**src/pkg/ivmap_pkg.sv**
```systemverilog
// ivmap_pkg: vector numbers, table offsets and the dma-clear map
// assumes: one 144-entry vector table, offsets counted down from the top word
package ivmap_pkg;
  localparam int unsigned NUM_VECTORS     = 144;
  localparam int unsigned VEC_W           = 8;
  localparam int unsigned OFS_W           = 10;
  localparam logic [9:0]  TABLE_TOP_OFS   = 10'h3FC;
  localparam logic [7:0]  FIRST_SLOT_VEC  = 8'h0C;
  localparam int unsigned NUM_SOURCES     = 30;
  // ---------------------------------------------------------------
  // source vector numbers, in source index order
  // ---------------------------------------------------------------
  localparam logic [7:0] VEC_NMI            = 8'h0B;
  localparam logic [7:0] VEC_DLY            = 8'h0C;
  localparam logic [7:0] VEC_RC_TMR         = 8'h0D;
  localparam logic [7:0] VEC_MC_TMR         = 8'h0E;
  localparam logic [7:0] VEC_SC_TMR         = 8'h0F;
  localparam logic [7:0] VEC_LOW_VOLT       = 8'h10;
  localparam logic [7:0] VEC_EXT0           = 8'h11;
  localparam logic [7:0] VEC_EXT1           = 8'h12;
  localparam logic [7:0] VEC_EXT2           = 8'h13;
  localparam logic [7:0] VEC_EXT3           = 8'h14;
  localparam logic [7:0] VEC_EXT4           = 8'h15;
  localparam logic [7:0] VEC_EXT6           = 8'h17;
  localparam logic [7:0] VEC_EXT7           = 8'h18;
  localparam logic [7:0] VEC_CAN0           = 8'h21;
  localparam logic [7:0] VEC_PULSE_GEN0     = 8'h26;
  localparam logic [7:0] VEC_RELOAD1        = 8'h3B;
  localparam logic [7:0] VEC_RELOAD2        = 8'h3C;
  localparam logic [7:0] VEC_PULSE_CLK_TMR  = 8'h40;
  localparam logic [7:0] VEC_CAPTURE0       = 8'h41;
  localparam logic [7:0] VEC_CAPTURE1       = 8'h42;
  localparam logic [7:0] VEC_CAPTURE4       = 8'h45;
  localparam logic [7:0] VEC_CAPTURE5       = 8'h46;
  localparam logic [7:0] VEC_FREE_RUN0      = 8'h59;
  localparam logic [7:0] VEC_FREE_RUN1      = 8'h5A;
  localparam logic [7:0] VEC_FLASH_BANK     = 8'h85;
  localparam logic [7:0] VEC_RANGE_CMP      = 8'h8B;
  localparam logic [7:0] VEC_PULSE_DETECT   = 8'h8C;
  localparam logic [9:0] OFS_FLASH_BANK     = 10'h1E8;
  // vector numbers of every source; pulse gen channels are 38..41
  localparam logic [7:0] SRC_VEC [NUM_SOURCES] = '{
    VEC_NMI, VEC_DLY, VEC_RC_TMR, VEC_MC_TMR, VEC_SC_TMR, VEC_LOW_VOLT,
    VEC_EXT0, VEC_EXT1, VEC_EXT2, VEC_EXT3, VEC_EXT4, VEC_EXT6, VEC_EXT7,
    VEC_CAN0, VEC_PULSE_GEN0, 8'h27, 8'h28, 8'h29, VEC_RELOAD1, VEC_RELOAD2,
    VEC_PULSE_CLK_TMR, VEC_CAPTURE0, VEC_CAPTURE1, VEC_CAPTURE4,
    VEC_CAPTURE5, VEC_FREE_RUN0, VEC_FREE_RUN1, VEC_FLASH_BANK,
    VEC_RANGE_CMP, VEC_PULSE_DETECT};
  // dma may clear: ext ints, pulse gens, reload/pulse-clock/capture/free-run timers, flash
  localparam logic [NUM_SOURCES-1:0] SRC_DMA_CLR = 30'h0FFFDFC0;
  localparam int unsigned SRC_PULSE_GEN0 = 14;
  localparam int unsigned SRC_PULSE_CLK  = 20;
  localparam int unsigned SRC_FLASH      = 27;
  localparam int unsigned SRC_RANGE_CMP  = 28;
endpackage

```
**src/core/ivmap_encoder.sv**
```systemverilog
// ivmap_encoder: picks the pending source with the lowest index
// assumes: pending vector is already gated by the owner
`timescale 1ns/1ps
module ivmap_encoder #(
  parameter int unsigned N = 30
) (
  input  wire logic [N-1:0] pending,
  output logic              found,
  output logic [4:0]        index
);
  always_comb begin
    found = 1'b0;
    index = 5'h00;
    for (int i = N - 1; i >= 0; i--) begin
      if (pending[i]) begin
        found = 1'b1;
        index = 5'(i);
      end
    end
  end
endmodule // ivmap_encoder

```
**src/core/ivmap_core.sv**
```systemverilog
// ivmap_core: latches peripheral requests, presents vector, offset and slot
// assumes: requests are synchronous one-cycle pulses; core acks a fetch
`timescale 1ns/1ps
module ivmap_core #(
  parameter int unsigned N = ivmap_pkg::NUM_SOURCES
) (
  input  wire logic         clk,
  input  wire logic         reset_n,
  input  wire logic [N-1:0] src_req,
  input  wire logic         dma_done,
  input  wire logic [4:0]   dma_src,
  input  wire logic         fetch_ack,
  output logic              irq_valid,
  output logic [7:0]        irq_vector,
  output logic [9:0]        irq_offset,
  output logic              slot_valid,
  output logic [7:0]        priority_slot_select,
  output logic              irq_dma_clearable,
  output logic [N-1:0]      pending
);
  // ---------------------------------------------------------------
  // helpers
  // ---------------------------------------------------------------
  function automatic logic [9:0] vec_offset(input logic [7:0] v);
    vec_offset = ivmap_pkg::TABLE_TOP_OFS - {v, 2'b00};
  endfunction

  // call, reset, exception and nmi vectors sit below the first slot vector
  function automatic logic has_slot(input logic [7:0] v);
    has_slot = v >= ivmap_pkg::FIRST_SLOT_VEC;
  endfunction

  // ---------------------------------------------------------------
  // state
  // ---------------------------------------------------------------
  typedef struct packed {
    logic [N-1:0] pend;
    logic         valid;
    logic [4:0]   src;
    logic [7:0]   vec;
    logic [9:0]   ofs;
    logic         slot_ok;
    logic [7:0]   slot;
    logic         dma_ok;
  } ivmap_state_type;

  ivmap_state_type st_q;
  ivmap_state_type st_d;
  ivmap_state_type st_nx;
  logic            found;
  logic [4:0]      pick;
  logic [N-1:0]    clr;

  // encoder sees the next pending set, so a request shows one cycle later
  ivmap_encoder #(.N(N)) u_enc (
    .pending (st_d.pend),
    .found   (found),
    .index   (pick)
  );

  // ---------------------------------------------------------------
  // next state
  // ---------------------------------------------------------------
  // only listed sources exist, so reserved vectors cannot be raised
  always_comb begin
    clr = '0;
    // the ack names the source shown last cycle, not the one picked now
    if (fetch_ack && st_q.valid) begin
      clr[st_q.src] = 1'b1;
    end
    // out of range or non-clearable indices are ignored
    if (dma_done && dma_src < 5'(N) && ivmap_pkg::SRC_DMA_CLR[dma_src]) begin
      clr[dma_src] = 1'b1;
    end
    st_d      = st_q;
    // a new request in the clearing cycle wins over the clear
    st_d.pend = (st_q.pend & ~clr) | src_req;
  end

  // ---------------------------------------------------------------
  // output select
  // ---------------------------------------------------------------
  always_comb begin
    ivmap_state_type s;
    s         = st_d;
    s.valid   = found;
    s.src     = pick;
    s.vec     = ivmap_pkg::SRC_VEC[pick];
    s.ofs     = vec_offset(ivmap_pkg::SRC_VEC[pick]);
    s.slot_ok = found && has_slot(ivmap_pkg::SRC_VEC[pick]);
    s.slot    = s.slot_ok ? ivmap_pkg::SRC_VEC[pick] : 8'h00;
    s.dma_ok  = found && ivmap_pkg::SRC_DMA_CLR[pick];
    if (!found) begin
      s.vec = 8'h00;
      s.ofs = 10'h000;
    end
    st_nx = s;
  end

  // ---------------------------------------------------------------
  // registers
  // ---------------------------------------------------------------
  // every output comes from st_q, so the core never sees a decode glitch
  always_ff @(posedge clk or negedge reset_n) begin
    if (!reset_n) begin
      st_q <= '0;
    end else begin
      st_q <= st_nx;
    end
  end

  // ---------------------------------------------------------------
  // outputs
  // ---------------------------------------------------------------
  assign irq_valid            = st_q.valid;
  assign irq_vector           = st_q.vec;
  assign irq_offset           = st_q.ofs;
  assign slot_valid           = st_q.slot_ok;
  assign priority_slot_select = st_q.slot;
  assign irq_dma_clearable    = st_q.dma_ok;
  assign pending              = st_q.pend;

  // ---------------------------------------------------------------
  // checks
  // ---------------------------------------------------------------
  a_offset_match: assert property (@(posedge clk) disable iff (!reset_n)
    irq_valid |-> irq_offset == 10'(10'h3FC - {irq_vector, 2'b00}))
    else $error("offset does not match vector");
  a_slot_range: assert property (@(posedge clk) disable iff (!reset_n)
    irq_valid |-> (slot_valid == (irq_vector >= 8'd12))
      && (!slot_valid || priority_slot_select == irq_vector))
    else $error("priority slot wrong");
  a_pulse_gen: assert property (@(posedge clk) disable iff (!reset_n)
    src_req == (N'(1) << 14) && pending == '0 && !fetch_ack
      |=> irq_valid && irq_vector == 8'd38 && irq_dma_clearable)
    else $error("pulse gen channel 0 not on vector 38");
  a_pulse_clk: assert property (@(posedge clk) disable iff (!reset_n)
    src_req == (N'(1) << 20) && pending == '0 && !fetch_ack
      |=> irq_vector == 8'd64 && irq_dma_clearable)
    else $error("pulse clock timer vector wrong");
  a_capture_dma: assert property (@(posedge clk) disable iff (!reset_n)
    irq_valid && irq_vector inside {8'd65, 8'd66, 8'd69, 8'd70} |-> irq_dma_clearable)
    else $error("capture not dma clearable");
  a_free_run: assert property (@(posedge clk) disable iff (!reset_n)
    irq_valid && irq_vector inside {8'd89, 8'd90} |-> irq_dma_clearable)
    else $error("free run not dma clearable");
  a_adc_nodma: assert property (@(posedge clk) disable iff (!reset_n)
    pending[28] && dma_done && dma_src == 5'd28 && !src_req[28]
      && !(fetch_ack && irq_valid && irq_vector == 8'd139) |=> pending[28])
    else $error("range compare cleared by dma");
  a_flash_ofs: assert property (@(posedge clk) disable iff (!reset_n)
    irq_valid && irq_vector == 8'd133 |-> irq_offset == 10'h1E8 && irq_dma_clearable)
    else $error("flash bank offset wrong");
  a_no_reserved: assert property (@(posedge clk) disable iff (!reset_n)
    irq_valid |-> !(irq_vector inside {[8'd0:8'd10], 8'd22, [8'd25:8'd32], 8'd141})
    ) else $error("reserved vector raised");
  a_dma_clear: assert property (@(posedge clk) disable iff (!reset_n)
    pending[14] && dma_done && dma_src == 5'd14 && !src_req[14] |=> !pending[14])
    else $error("dma completion did not clear");

  // ---------------------------------------------------------------
  // checks: source map
  // ---------------------------------------------------------------
  a_nmi_slot: assert property (@(posedge clk) disable iff (!reset_n)
    src_req == N'(1) && pending == '0 && !fetch_ack
      |=> irq_valid && irq_vector == 8'h0B && !slot_valid)
    else $error("nmi shown with a priority slot");
  a_pulse_gen3: assert property (@(posedge clk) disable iff (!reset_n)
    src_req == (N'(1) << 17) && pending == '0 && !fetch_ack
      |=> irq_valid && irq_vector == 8'h29 && irq_dma_clearable)
    else $error("pulse gen channel 3 not on vector 41");
  a_capture_zero: assert property (@(posedge clk) disable iff (!reset_n)
    src_req == (N'(1) << 21) && pending == '0 && !fetch_ack
      |=> irq_valid && irq_vector == 8'h41 && irq_dma_clearable)
    else $error("capture unit 0 not on vector 65");
  a_capture_one: assert property (@(posedge clk) disable iff (!reset_n)
    src_req == (N'(1) << 22) && pending == '0 && !fetch_ack
      |=> irq_valid && irq_vector == 8'h42 && irq_dma_clearable)
    else $error("capture unit 1 not on vector 66");
  a_free_run1: assert property (@(posedge clk) disable iff (!reset_n)
    src_req == (N'(1) << 26) && pending == '0 && !fetch_ack
      |=> irq_valid && irq_vector == 8'h5A && irq_dma_clearable)
    else $error("free run timer 1 not on vector 90");
  a_flash_src: assert property (@(posedge clk) disable iff (!reset_n)
    src_req == (N'(1) << 27) && pending == '0 && !fetch_ack
      |=> irq_vector == 8'h85 && irq_offset == 10'h1E8 && irq_dma_clearable)
    else $error("flash bank source not on vector 133");
  a_range_cmp: assert property (@(posedge clk) disable iff (!reset_n)
    irq_valid && irq_vector inside {8'h8B, 8'h8C}
      |-> !irq_dma_clearable && priority_slot_select == irq_vector)
    else $error("converter source marked dma clearable");

  // ---------------------------------------------------------------
  // checks: clearing and reset
  // ---------------------------------------------------------------
  a_ack_clears: assert property (@(posedge clk) disable iff (!reset_n)
    fetch_ack && irq_valid && !src_req[st_q.src] |=> !pending[$past(st_q.src)])
    else $error("fetched source still pending");
  a_set_wins: assert property (@(posedge clk) disable iff (!reset_n)
    dma_done && dma_src < 5'(N) && src_req[dma_src] |=> pending[$past(dma_src)])
    else $error("new request lost to a dma clear");
  a_bad_index: assert property (@(posedge clk) disable iff (!reset_n)
    dma_done && dma_src >= 5'(N) && !fetch_ack && src_req == '0
      |=> pending == $past(pending))
    else $error("out of range dma index changed pending");
  a_only_pending: assert property (@(posedge clk) disable iff (!reset_n)
    irq_valid |-> pending[st_q.src]
      && (pending & ((N'(1) << st_q.src) - N'(1))) == '0)
    else $error("shown source not the lowest pending one");
  a_reset_idle: assert property (@(posedge clk)
    !reset_n && $past(reset_n) == 1'b0 |-> !irq_valid && pending == '0)
    else $error("request shown during reset");
endmodule // ivmap_core

```
**config.mk**
```make
export PLATFORM = sky130hd
export DESIGN_NAME = ivmap_core
export DESIGN_NICKNAME = d
export VERILOG_FILES = /design/src/pkg/ivmap_pkg.sv /design/src/core/ivmap_encoder.sv /design/src/core/ivmap_core.sv
export SDC_FILE = /design/constraint.sdc
export NUM_CORES = 1
export LEC_CHECK = 0
export BUFFER_PORTS_ARGS = -buffer_cell sky130_fd_sc_hd__buf_2
export CELL_PAD_IN_SITES_DETAIL_PLACEMENT = 1
export CELL_PAD_IN_SITES_GLOBAL_PLACEMENT = 2
export CORE_MARGIN = 4
export CORE_UTILIZATION = 29
export CTS_BUF_LIST = sky130_fd_sc_hd__clkbuf_4 sky130_fd_sc_hd__clkbuf_8 sky130_fd_sc_hd__clkbuf_16
export CTS_CLUSTER_DIAMETER = 100
export CTS_CLUSTER_SIZE = 10
export DETAILED_ROUTE_END_ITERATION = 8
export PLACE_DENSITY = 0.82
export SKIP_LAST_GASP = 1
export SYNTH_ARGS = -nofsm -noshare
export SYNTH_HDL_FRONTEND = slang
export SYNTH_SLANG_ARGS = --single-unit
```
**constraint.sdc**
```tcl
create_clock -name clk -period 3.7 [get_ports clk]
set_input_delay 0.37 -clock clk [delete_from_list [all_inputs] [get_ports clk]]
set_output_delay 0.37 -clock clk [all_outputs]
set_load 0.05 [all_outputs]
```
==> results.py <==
metrics = {
    "pwr": {
        "power_switching_mw": 0.598,
        "p_leak_nw": 2.58,
        "switching_share": 0.298,
        "pwr-share-clk": 0.421,
        "ir_worst_vdd_mv": 0.192,
        "pwr-share-comb": 0.219,
        "power_density_mw_per_mm2": 340,
        "p_int_mw": 1.41,
        "sequentialPowerShare": 0.359,
    },
    "job": {
        "drv_cap": 0,
    },
    "route": {
        "dr.pass1.iters": 4,
        "drc": 0,
        "post_drt_wl_per_cell_um": 21.7,
        "antenna_left": 0,
        "vias_per_cell": 5.15,
        "dr.first_iter.drc_count": 217,
        "drt-total-wl_um": 16200,
        "dr_total_vias": 3849,
    },
    "die": {
        "coreArea_sq_mm": 0.0122,
        "die_w_um": 120,
        "rows": 40,
        "fp.dieH_um": 120,
        "num_io_pins": 98,
        "initial_utilization": 0.299,
        "dieArea_sq_mm": 0.0144,
    },
    "logic_synthesis": {
        "syn_area_per_cell_sq_um": 9.89,
        "async_flop_share": 1.00,
        "ys_types": 73,
        "netlist_instances": 368,
        "yosysWarnings": 0,
        "synth_ff_type": "dfrtp_1",
        "netlist_area_sq_mm": 0.00364,
        "ys_seq_area_frac": 0.426,
        "synth_edf_count": 0,
        "ys_seq_elements": 62,
    },
    "global_routing": {
        "grt_pass1_wl_um": 23000,
        "grt_max_degree": 39,
        "antenna_found_initial": 0,
        "gr-total-overflow": 0,
        "grt_pass1_vias": 4066,
        "track_usage": 0.206,
    },
    "timing": {
        "tns_ns": -6.15,
        "fmax_mhz": 233,
        "maxSlewViolCount": 0,
        "rsz0062_at_grt": "true",
        "setup_viol": 23,
        "worst_slew_pin_slew_ns": 0.912,
        "period_minus_slack_ns": 4.30,
        "fin_hold_ws_ns": 0.157,
        "max-slew-margin-rel": 0.392,
        "setup_ws_ns": -0.599,
        "fin_crit_sh": 1.16,
        "worst_clock_skew_ns": 0.00803,
        "hold_viol_final": 0,
    },
    "hold_path": {
        "min_path_type": "in -> async",
    },
    "cts": {
        "htree_levels": 3,
        "root_buffer": "clkbuf_16",
        "clock_path_buffers": 2,
        "cts_tree": "yes",
        "cts_buffers": 9,
        "hold_buffers": 0,
        "clk_latency_ns": 0.34,
        "clkTransAtPathRegs_ns": 0.05,
        "clock_sinks": 62,
    },
    "worst_setup_path": {
        "worstSetupPathType": "reg -> reg",
        "crit_fanout": 5,
        "arrival_ns": 4.51,
        "cp-start-kind": "flop",
        "crit_required_ns": 3.91,
        "regToRegStartpoint": "st_d[30]$_DFF_PN0_",
        "crit_path_end_kind": "flop",
        "startpoint": "st_d[30]$_DFF_PN0_",
    },
    "finish": {
        "layout-drive-gt1-share": 0.597,
        "finalNetCount": 621,
        "fillers": 1372,
        "area_delta_synth_final_pct": 62.6,
        "final_common_cell": "buf_4",
        "antenna_cells": 0,
        "mostFrequentLayoutCells": "buf_4, buf_2, dfrtp_1, nor2_1, inv_1",
    },
    "run_status": {
        "violations": "negative setup slack",
        "status": "finished, violations left",
    },
    "placement": {
        "io_buffer_count": 95,
        "routabilityCongestion": 0.878,
        "post-dp-hpwl_um": 10800,
        "post-place-ws_ns": -0.557,
    },
}
[final cells by class]
class	count	area, sq um	share of cell area
well taps	168	210	0.0355
clock buffers	12	248	0.0419
multi-input cells	238	2190	0.370
repair buffers	228	1520	0.257
inverters	36	145	0.0245
clock inverters	4	47.5	0.00804
flip-flops and latches	62	1560	0.263
[cell usage after synthesis (6+ instances only)]
| cell | instances | area (sq um) |
|---|---|---|
| a21oi_1 | 20 | 100 |
| and2_1 | 7 | 43.8 |
| buf_4 | 30 | 225 |
| dfrtp_1 | 62 | 1550 |
| ha_1 | 7 | 87.6 |
| inv_1 | 34 | 128 |
| nand2_1 | 17 | 63.8 |
| nand2b_1 | 9 | 56.3 |
| nand4b_1 | 7 | 61.3 |
| nor2_1 | 34 | 128 |
| nor2b_1 | 7 | 43.8 |
| nor3_1 | 6 | 30.0 |
| nor4_1 | 8 | 50.1 |
| o21ai_0 | 7 | 35.0 |
| o221ai_1 | 7 | 61.3 |
[power groups by stage]
stage	Clock, mW	Combinational [mW]	Sequential, mW
after global placement	0	0.348	0.732
after CTS	0.861	0.388	0.722
after floorplan	0	0.195	0.757
after detailed placement	0	0.355	0.733
final	0.847	0.440	0.722
after global routing	0.896	0.466	0.725
[cell families (layout without fill, tap and decap cells)]
group           count (synthesis)  after routing  synth area share
compound gates                 91             91             0.196
fa+ha+maj                       7              7            0.0241
buf+inv                        69            280             0.105
flops                          62             62             0.426
mux                             5              5            0.0141
other cells                     1              2           0.00103
simple gates                  133            133             0.234
[stage by stage]
step / power, mW / std cells / instance area (sq um) / util
after floorplan: 0.952 / 369 / 3670 / -
after global placement: 1.08 / 692 / 4800 / 0.395
after detailed placement: 1.09 / 692 / 4800 / 0.395
after CTS: 1.97 / 732 / 5500 / 0.452
after global routing: 2.09 / 748 / 5920 / 0.487
final: 2.01 / 748 / 5920 / 0.487
[per-layer routing]
metal | global-route usage | up-vias | part of all wire
li1 | - | 1741 | -
met3 | 0.0377 | 29 | 0.057
met4 | 0.0873 | 0 | 0.026
met1 | 0.265 | 1939 | 0.41
met5 | 0 | - | 0
met2 | 0.339 | 140 | 0.50
[worst max-delay path, stage by stage, from the launching register on]
cell and delay (ns):
dfrtp_2 0.45, buf_4 0.16, nor3b_4 0.26, a221oi_2 0.12, buf_4 0.17, a2111o_1 0.47
a311o_1 0.37, a311oi_2 0.34, o31ai_2 0.15, nand2_2 0.16, buf_6 0.15, ha_4 0.13
inv_1 0.08, o21ai_2 0.21, a2bb2oi_2 0.27, o32ai_4 0.17, a211oi_4 0.39, nor2b_2 0.10
[flip-flops by register name, summed over array words and instances, names as in the netlist]
name / count
pending: 30
irq_offset: 8
irq_vector: 8
priority_slot_select: 8
st_d: 5
irq_dma_clearable: 1
irq_valid: 1
slot_valid: 1
[what timing repair did]
action	in CTS	in global routing
pin swaps	19	42
resized for setup	38	68
setup endpoints to repair	14	22
buffers inserted	24	24
[worst paths after layout]
check                           depth (start not counted)  slack [ns]                                 to
worst max-delay path                                   17       -0.60  priority_slot_select[2]$_DFF_PN0_
worst min-delay path                                    1        0.16              pending[22]$_DFF_PN0_
worst max register to register                         17       -0.60  priority_slot_select[2]$_DFF_PN0_
worst min register to register                          1        0.54              pending[11]$_DFF_PN0_
max in group asynchronous                               2        2.66  priority_slot_select[2]$_DFF_PN0_
min in group clk                                        3        0.25              pending[28]$_DFF_PN0_
(Power assumes the default switching activity.)
